--- config.mk ---
export PLATFORM = sky130hd
export DESIGN_NAME = acic_top
export DESIGN_NICKNAME = d
export VERILOG_FILES = /design/src/acic_pkg.sv /design/src/acic_in_sync.sv /design/src/acic_top.sv
export SDC_FILE = /design/constraint.sdc
export NUM_CORES = 1
export LEC_CHECK = 0
export BUFFER_PORTS_ARGS = -buffer_cell sky130_fd_sc_hd__buf_2
export CORE_UTILIZATION = 40
export DETAILED_ROUTE_END_ITERATION = 10
export GPL_ROUTABILITY_DRIVEN = 0
export SETUP_SLACK_MARGIN = 0.15
export SYNTH_ARGS = -nofsm -noshare
export SYNTH_HDL_FRONTEND = slang
export SYNTH_SLANG_ARGS = --single-unit
export TNS_END_PERCENT = 50
--- constraint.sdc ---
create_clock -name sys_clk_i -period 4.21 [get_ports sys_clk_i]
set_input_delay 0.842 -clock sys_clk_i [delete_from_list [all_inputs] [get_ports sys_clk_i]]
set_output_delay 0.842 -clock sys_clk_i [all_outputs]
set_load 0.02 [all_outputs]
--- src/acic_pkg.sv ---
// package of offsets, field positions, reset values and codes for the aux control block
package acic_pkg;
  // ------------------------------------------------------------
  // register map
  // ------------------------------------------------------------
  localparam logic [7:0] ADDR_AUX_CTRL      = 8'h04;
  localparam logic [7:0] ADDR_INT_STATUS    = 8'h14;
  localparam logic [7:0] ADDR_INT_MASK      = 8'h18;
  localparam logic [7:0] ADDR_TICK_DIV      = 8'h1c;
  localparam logic [7:0] AUX_CTRL_RESET     = 8'h00;
  localparam logic [7:0] INT_MASK_RESET     = 8'h00;
  localparam logic [7:0] INT_STATUS_RESET   = 8'h00;
  // ------------------------------------------------------------
  // field positions
  // ------------------------------------------------------------
  localparam int BRG_SEL_BIT    = 7;
  localparam int CT_MODE_LSB    = 4;
  localparam int COS_INT_BIT    = 7;
  localparam int DELTA_LSB      = 4;
  localparam int NUM_INPUTS     = 4;
  localparam int PRESCALE       = 16;
  localparam logic [15:0] TICK_DIV_RESET = 16'h0001;
  // ------------------------------------------------------------
  // counter/timer mode codes
  // ------------------------------------------------------------
  typedef enum logic [2:0] {
    CT_CNT_IN2      = 3'h0,
    CT_CNT_TXA      = 3'h1,
    CT_CNT_TXB      = 3'h2,
    CT_CNT_MCLK16   = 3'h3,
    CT_TMR_IN2      = 3'h4,
    CT_TMR_IN2_16   = 3'h5,
    CT_TMR_MCLK     = 3'h6,
    CT_TMR_MCLK16   = 3'h7
  } acic_ct_mode_t;
endpackage : acic_pkg

--- src/acic_in_sync.sv ---
// synchroniser and change detector for the general-purpose inputs
`timescale 1ns/1ps
module acic_in_sync #(
  parameter int WIDTH = 4
) (
  input  wire logic             sys_clk_i,
  input  wire logic             reset_n_i,
  input  wire logic [WIDTH-1:0] pin_i,
  output logic      [WIDTH-1:0] level_o,
  output logic      [WIDTH-1:0] change_o
);
  typedef struct packed {
    logic [WIDTH-1:0] meta;
    logic [WIDTH-1:0] sync;
    logic [WIDTH-1:0] prev;
    logic [WIDTH-1:0] chg;
  } acic_sync_st_t;
  acic_sync_st_t st_r;
  acic_sync_st_t st_nxt;

  // two flops, then compare to the last stable level
  always_comb begin
    st_nxt      = st_r;
    st_nxt.meta = pin_i;
    st_nxt.sync = st_r.meta;
    st_nxt.prev = st_r.sync;
    st_nxt.chg  = st_r.sync ^ st_r.prev;
  end

  always_ff @(posedge sys_clk_i or negedge reset_n_i) begin
    if (!reset_n_i) begin
      st_r <= '0;
    end else begin
      st_r <= st_nxt;
    end
  end

  assign level_o  = st_r.prev;
  assign change_o = st_r.chg;
endmodule // acic_in_sync

--- src/acic_top.sv ---
// aux control register, input change register and counter/timer clock selection
//
// Contract
// - bit 7 picks the baud rate set
// - codes 000-010 count pin 2, tx A, tx B
// - codes 100/101 time pin 2, direct or /16
// - 011 count clk/16; 110/111 time clk, clk/16
// - timer codes give a square wave
// - enabled change flag sets summary status bit 7
// - disabled flag leaves summary bit alone
// - summary drives interrupt only when mask bit 7 set
// - change flags bits 7-4 for inputs 3-0
// - reading change register clears the four flags
// - that read also clears summary bit 7
// - bits 3-0 show current input levels
// - control and change registers share address 4
// - any status and mask pair asserts interrupt low
// - reset clears summary status bit 7; bits 6-0 follow other_status_i
//
// The APB register port was decided locally.
`timescale 1ns/1ps
module acic_top #(
  parameter int NUM_IN = acic_pkg::NUM_INPUTS
) (
  input  wire logic        sys_clk_i,
  input  wire logic        reset_n_i,
  input  wire logic        psel,
  input  wire logic        penable,
  input  wire logic        pwrite,
  input  wire logic [7:0]  paddr,
  input  wire logic [31:0] pwdata,
  output logic      [31:0] prdata,
  output logic             pready,
  output logic             pslverr,
  input  wire logic [3:0]  gp_input_i,
  input  wire logic        chan_a_tx_clock_i,
  input  wire logic        chan_b_tx_clock_i,
  input  wire logic        main_clock_input_i,
  input  wire logic [6:0]  other_status_i,
  output logic             brg_set_sel_o,
  output logic             ct_timer_mode_o,
  output logic             ct_tick_o,
  output logic             ct_square_wave_o,
  output logic             interrupt_out_n_o
);
  // ------------------------------------------------------------
  // state
  // ------------------------------------------------------------
  typedef struct packed {
    logic [7:0]  aux_ctrl;
    logic [7:0]  int_mask;
    logic        cos_status;
    logic [3:0]  delta;
    logic [15:0] tick_div;
    logic [15:0] div_cnt;
    logic [3:0]  pre_cnt;
    logic [3:0]  pin_seen;
    logic        src_prev;
    logic        tick;
    logic        square;
    logic        timer_mode;
    logic        brg_sel;
    logic        irq_n;
    logic [31:0] rdata;
    logic        ready;
    logic        slverr;
  } acic_st_t;
  acic_st_t st_r;
  acic_st_t st_nxt;

  logic [3:0] lvl;
  logic [3:0] chg;

  // ------------------------------------------------------------
  // input synchroniser
  // ------------------------------------------------------------
  acic_in_sync #(
    .WIDTH    (NUM_IN)
  ) u_sync (
    .sys_clk_i (sys_clk_i),
    .reset_n_i (reset_n_i),
    .pin_i     (gp_input_i),
    .level_o   (lvl),
    .change_o  (chg)
  );

  // ------------------------------------------------------------
  // next-state logic
  // ------------------------------------------------------------
  logic          setup;
  logic          access;
  logic          rd_chg;
  logic [2:0]    mode_code;
  logic          src_lvl;
  logic          src_edge;
  logic          pre_div;
  logic          step;
  logic [7:0]    ics_val;
  logic [7:0]    stat_all;

  always_comb begin
    st_nxt    = st_r;
    setup     = psel && !penable;
    access    = psel && penable && st_r.ready;
    rd_chg    = access && !pwrite && (paddr == acic_pkg::ADDR_AUX_CTRL);
    mode_code = st_r.aux_ctrl[acic_pkg::CT_MODE_LSB +: 3];
    src_lvl   = 1'b0;
    pre_div   = 1'b0;
    step      = 1'b0;
    // clock source select for the counter/timer
    case (mode_code)
      acic_pkg::CT_CNT_IN2:    src_lvl = lvl[2];
      acic_pkg::CT_CNT_TXA:    src_lvl = chan_a_tx_clock_i;
      acic_pkg::CT_CNT_TXB:    src_lvl = chan_b_tx_clock_i;
      acic_pkg::CT_CNT_MCLK16: begin
        src_lvl = main_clock_input_i;
        pre_div = 1'b1;
      end
      acic_pkg::CT_TMR_IN2:    src_lvl = lvl[2];
      acic_pkg::CT_TMR_IN2_16: begin
        src_lvl = lvl[2];
        pre_div = 1'b1;
      end
      acic_pkg::CT_TMR_MCLK:   src_lvl = main_clock_input_i;
      default: begin
        src_lvl = main_clock_input_i;
        pre_div = 1'b1;
      end
    endcase
    src_edge        = src_lvl && !st_r.src_prev;
    st_nxt.src_prev = src_lvl;
    // optional divide-by-sixteen prescaler
    if (src_edge) begin
      if (pre_div) begin
        st_nxt.pre_cnt = st_r.pre_cnt + 4'h1;
        step = (st_r.pre_cnt == 4'(acic_pkg::PRESCALE - 1));
      end else begin
        step = 1'b1;
      end
    end
    // divider: counter gives a one-shot tick, timer toggles a square wave
    st_nxt.tick       = 1'b0;
    st_nxt.timer_mode = mode_code[2];
    st_nxt.brg_sel    = st_r.aux_ctrl[acic_pkg::BRG_SEL_BIT];
    if (step) begin
      if (st_r.div_cnt >= st_r.tick_div - 16'h0001) begin
        st_nxt.div_cnt = 16'h0000;
        if (mode_code[2]) begin
          st_nxt.square = !st_r.square;
        end else begin
          st_nxt.tick = 1'b1;
        end
      end else begin
        st_nxt.div_cnt = st_r.div_cnt + 16'h0001;
      end
    end
    if (!mode_code[2]) begin
      st_nxt.square = 1'b0;
    end
    // change flags: read clears, a new change in the same cycle wins
    if (rd_chg) begin
      st_nxt.delta = 4'h0;
      st_nxt.cos_status = 1'b0;
    end
    st_nxt.delta = st_nxt.delta | chg;
    if (|(chg & st_r.aux_ctrl[3:0])) begin
      st_nxt.cos_status = 1'b1;
    end
    // interrupt output
    stat_all = {st_nxt.cos_status, other_status_i};
    st_nxt.irq_n = !(|(stat_all & st_r.int_mask));
    // apb slave, no wait states
    st_nxt.ready  = setup;
    st_nxt.slverr = 1'b0;
    // a change flagged during the setup cycle is returned too, since this read clears it
    ics_val = {st_r.delta | chg, lvl};
    if (setup) begin
      st_nxt.rdata = 32'h0000_0000;
      if (paddr == acic_pkg::ADDR_AUX_CTRL) begin
        if (pwrite) begin
          st_nxt.rdata = 32'h0000_0000;
        end else begin
          st_nxt.rdata = {24'h00_0000, ics_val};
        end
      end else if (paddr == acic_pkg::ADDR_INT_STATUS) begin
        st_nxt.rdata = {24'h00_0000, st_r.cos_status, other_status_i};
      end else if (paddr == acic_pkg::ADDR_INT_MASK) begin
        st_nxt.rdata = {24'h00_0000, st_r.int_mask};
      end else if (paddr == acic_pkg::ADDR_TICK_DIV) begin
        st_nxt.rdata = {16'h0000, st_r.tick_div};
      end else begin
        st_nxt.slverr = 1'b1;
      end
    end
    if (access) begin
      if (pwrite) begin
        if (paddr == acic_pkg::ADDR_AUX_CTRL) begin
          st_nxt.aux_ctrl = pwdata[7:0];
        end else if (paddr == acic_pkg::ADDR_INT_MASK) begin
          st_nxt.int_mask = pwdata[7:0];
        end else if (paddr == acic_pkg::ADDR_TICK_DIV) begin
          st_nxt.tick_div = (pwdata[15:0] == 16'h0000) ? 16'h0001 : pwdata[15:0];
        end
      end
    end
  end

  // ------------------------------------------------------------
  // state register
  // ------------------------------------------------------------
  always_ff @(posedge sys_clk_i or negedge reset_n_i) begin
    if (!reset_n_i) begin
      st_r            <= '0;
      st_r.aux_ctrl   <= acic_pkg::AUX_CTRL_RESET;
      st_r.int_mask   <= acic_pkg::INT_MASK_RESET;
      st_r.cos_status <= acic_pkg::INT_STATUS_RESET[acic_pkg::COS_INT_BIT];
      st_r.tick_div   <= acic_pkg::TICK_DIV_RESET;
      st_r.irq_n      <= 1'b1;
    end else begin
      st_r <= st_nxt;
    end
  end

  // ------------------------------------------------------------
  // outputs, all registered
  // ------------------------------------------------------------
  assign prdata            = st_r.rdata;
  assign pready            = st_r.ready;
  assign pslverr           = st_r.slverr;
  assign brg_set_sel_o     = st_r.brg_sel;
  assign ct_timer_mode_o   = st_r.timer_mode;
  assign ct_tick_o         = st_r.tick;
  assign ct_square_wave_o  = st_r.square;
  assign interrupt_out_n_o = st_r.irq_n;
endmodule // acic_top

Yosys cells after proc, flatten, opt, wreduce, memory -nomap -nowiden --
Index checks and enable logic that the tools add are counted.
Cells by class: reduce and logical (&&, ||, !) cells 22, bitwise gates (word level) 8, order comparisons 1, muxes and demuxes 22, add/subtract/negate cells 3, equality and inequality tests 12
Operators by type and width (number):
- 16-bit two-way mux | 5
- 32-bit two-way mux | 1
- 8-bit by 5-bit equality test with 1-bit output (second input constant) | 3
- 16-bit by 1-bit adder with 16-bit output (second input constant) | 1
- 16-bit greater-or-equal comparator | 1
- 16-bit zero test | 1
- 16-bit by 1-bit subtractor with 16-bit output (second input constant) | 1
- 1-bit two-way mux | 11
- 3-bit equality test (second input constant) | 3
- 8-bit AND | 1
- 8-bit by 3-bit equality test with 1-bit output (second input constant) | 1
- 8-bit two-way mux | 1
- 4-bit bitwise OR | 2
- 8-bit OR reduction | 1
- 1-bit logical AND | 6
- 1-bit zero test | 5
- 5-bit two-way mux | 1
- 5-bit AND reduction | 1
- 5-bit OR reduction | 1
- 4-bit by 1-bit adder with 4-bit output (second input constant) | 1
- 4-bit AND | 1
- 4-bit equality test (second input constant) | 1
- 2-bit two-way mux | 2
- 2-bit by 1-bit != test with 1-bit output (second input constant) | 2
- other kinds (11) | 14
Storage, ports and cells: input port bits 59, output and inout bits 39, word-level logic and storage cells 88, flip-flop bits (word level) 113

Longest topological paths before layout --
depth after elaboration 9, gate-level depth with buffers 14, mapped depth without buffers 13

Hierarchy --
Synthesis repeated with hierarchy kept, for this count alone.
Unflattened totals: cell total of the unflattened synthesis 445, area, all modules 4916.0 sq um
By module, submodules not included:
- acic_top | area each 4480.5 sq um, times used 1, cells each 425
- acic_in_sync | area each 435.4 sq um, times used 1, cells each 20

Least setup slack after synthesis --
Ideal clock, no wire load.
kind register to register, from register st_r[66] in the netlist's numbering, to register st_r, in the netlist ct_tick_o, library setup time 118 ps, setup slack 1118 ps, arrival time 2975 ps, buffers on the path 1, period minus slack after synthesis 3092 ps, stages on the path, launching flop included 14, cells stage by stage dfrtp_1 > nor3_1 > nand2_1 > or3_1 > nand2b_1 > nor3_1 > xnor2_1 > ha_1 > nand4_1 > nor2_1 > a2111o_1 > and2_1 > buf_6 > nor2b_1
RTL lines:
- from (decl) | RTL line acic_top.sv:68 | acic_st_t st_r;
- from (signal assigned) | RTL line acic_top.sv:220 | st_r <= st_nxt;

==> out/metrics.cfg <==
[logic_synthesis]
synth_largest_area_cell = dfrtp_1
avgSynthCellArea_um2 = 11.0
ys_seq_area_share_pct = 49.3
synthTopCellsByCount = dfrtp_1, buf_4, nand2_1
synth_top_cells_by_area = dfrtp_1, mux2_2, buf_4
synth_edf_count = 0
synthesis.instances = 449
syn_area_mm2 = 0.00492
synth_top_area_share_pct = 48.3
ys_ff_latch = 97
synth_ff_type = dfrtp_1
synth_cell_types = 57
synthArstFlopShare_pct = 100
ys_warn_count = 0
post-synth-top-count-cell = dfrtp_1

[clocking]
cts_tree = built
postCtsHoldBufs = 0
cts_root_buffer = clkbuf_16
cts_resized = 0
clock_path_buffers = 2
clk_pin_slew_ns = 0.07
htree_levels = 3
insertion_delay_ns = 0.35
cts_setup_buffers = 0
cts.sinks = 97
cts-buffers-inserted = 9

[grt]
grt_overflow = 0
grt_max_degree = 41
grt_usage_pct = 17.5
antenna_found_initial = 0
grt_pass1_wl_um = 17300
grt_pass1_vias = 3379

[status]
outcome = completed

[placement]
port_buffers = 65
placed_cells = 635
place_ws_ns = 0.699
dp_hpwl_um = 7890

[die]
placeableCoreArea_mm2 = 0.0120
die_h_um = 113
die-area_mm2 = 0.0128
die_x_um = 113
initial_core_util_pct = 41.0
num_rows = 40
io_pins = 98

[routing]
wl_um = 10400
wl_per_cell_um = 16.0
vias_per_cell = 5.40
drtIter0Drc = 324
drc_errors = 0
drt_pass1_iterations = 5
drtAntennaViolNets = 0
vias = 3513

[worst_setup_path]
crit_path_max_fanout = 10
worst_ep_arrival_time_ns = 3.75
worstSetupStartpointType = flip-flop
crit_required_ns = 4.44
crit_type = reg2reg
cp-end-kind = flip-flop

[min_path]
hold_class = reg2reg

[timing]
setup_tns_ns = 0
final_hold_viol_count = 0
setup_ws_ns = 0.691
setup_violations = 0
tightest_slew_ns = 0.772
maxSlewViolCount = 0
rsz0062_at_grt = false
max_freq_ghz = 0.284
max_slew_margin_pct = 48.1
timing.hold.ws_ns = 0.353
finalCritPeriodShare_pct = 83.6
period_needed_ns = 3.52
clock_skew_ns = 0.0129

[final_layout]
final_cells = 651
syn2layout_area_growth_pct = 12.1
diodes = 0
layout.nets = 577
drive_above_1_share_pct = 25.6
fin_util_pct = 46.0

[pwr]
power_density_mw_per_mm2 = 381
vdd_drop_max_uv = 187
power_leakage_nw = 2.63

[job]
maxCapViolCount = 0

-- placed cells by master, fill, tap and decap left out, drive strengths merged, types with 9 or more instances in the layout --
cell,netlist,final
o21ai,23,23
nand3,11,11
nand2,35,35
buf,39,67
a22o,14,14
xnor2,16,16
conb,1,16
inv,10,14
xor2,11,11
nor4,9,9
ha,19,19
dfrtp,95,95
a21oi,19,19
clkbuf,4,10
mux2,33,33
nor2,27,27
nor3,15,15
a21o,9,9
-- flip-flops by register name, summed over array words and instances (netlist names) --
| register | flops |
|---|---|
| pslverr | 1 |
| ct_tick_o | 1 |
| ct_square_wave_o | 1 |
| brg_set_sel_o | 1 |
| u_sync.st_nxt | 8 |
| interrupt_out_n_o | 1 |
| pready | 1 |
| st_nxt | 1 |
| st_r | 54 |
| mode_code | 3 |
| u_sync.level_o | 4 |
| ct_timer_mode_o | 1 |
| u_sync.change_o | 4 |
| prdata | 16 |
-- routing by layer --
layer  routed length [um]  up-vias  track usage, %
li1                     -     1673               -
met1                 5090     1708            25.5
met2                 4620      118            26.4
met3                  550       14            3.32
met4                  146        0            5.35
met5                    0        -               0
-- power breakdown --
group	leakage (nW)	switching, mW	internal [mW]
Sequential	1.27	0.0346	0.966
Combinational	1.20	0.144	0.0848
Clock	0.155	0.382	0.492
-- worst paths after layout --
kind                       slack (ns)  depth (start not counted)              from                to
max reg2reg                      0.69                         12          st_r[66]         ct_tick_o
max                              0.69                         12          st_r[66]         ct_tick_o
min in group asynchronous        0.47                          1         reset_n_i          st_r[94]
max in group asynchronous        2.90                          2         reset_n_i          st_r[77]
min                              0.35                          0  u_sync.st_nxt[8]  u_sync.st_nxt[4]
min reg2reg                      0.35                          0  u_sync.st_nxt[8]  u_sync.st_nxt[4]
-- area by class of cell --
| cell class | count | area [um2] |
|---|---|---|
| Multi-Input combinational cell | 313 | 2210 |
| Clock buffer | 10 | 239 |
| Inverter | 11 | 41.3 |
| Clock inverter | 6 | 80.1 |
| Sequential cell | 97 | 2430 |
| Tap cell | 147 | 184 |
| Fill cell | 1121 | 6490 |
| Timing Repair Buffer | 67 | 343 |
-- metrics by stage --
stage | power, mW | cell area [um2]
6_report | 2.10 | 5520
5_1_grt | 2.20 | 5520
4_1_cts | 2.13 | 5520
3_5_place_dp | 1.25 | 5200
3_3_place_gp | 1.24 | 5200
2_1_floorplan | 1.17 | 4980
-- worst max-delay path, cell delays in order (launching register included) --
cell,delay (ns)
dfrtp_1,0.45
nor3_1,0.30
nand2_1,0.13
or3_1,0.38
nand2b_1,0.22
nor3_1,0.20
xnor2_1,0.15
ha_1,0.26
nand4_1,0.12
nor2_1,0.06
a2111o_1,0.56
and2_1,0.36
nor2b_1,0.20
-- logic make-up (layout without fill, tap and decap cells) --
group	Yosys count	in the layout	share of synthesized area, %
AOI/OAI and AO/OA	87	87	12.0
xor gates and xnor gates	27	27	4.80
adders and majority gates	19	19	4.83
buffers and inverters	54	94	7.01
DFF	97	97	49.3
muxes	34	34	7.75
other	1	16	0.0761
and+or+nand+nor	130	130	14.2
No activity file was read; power rests on OpenSTA's default activity.
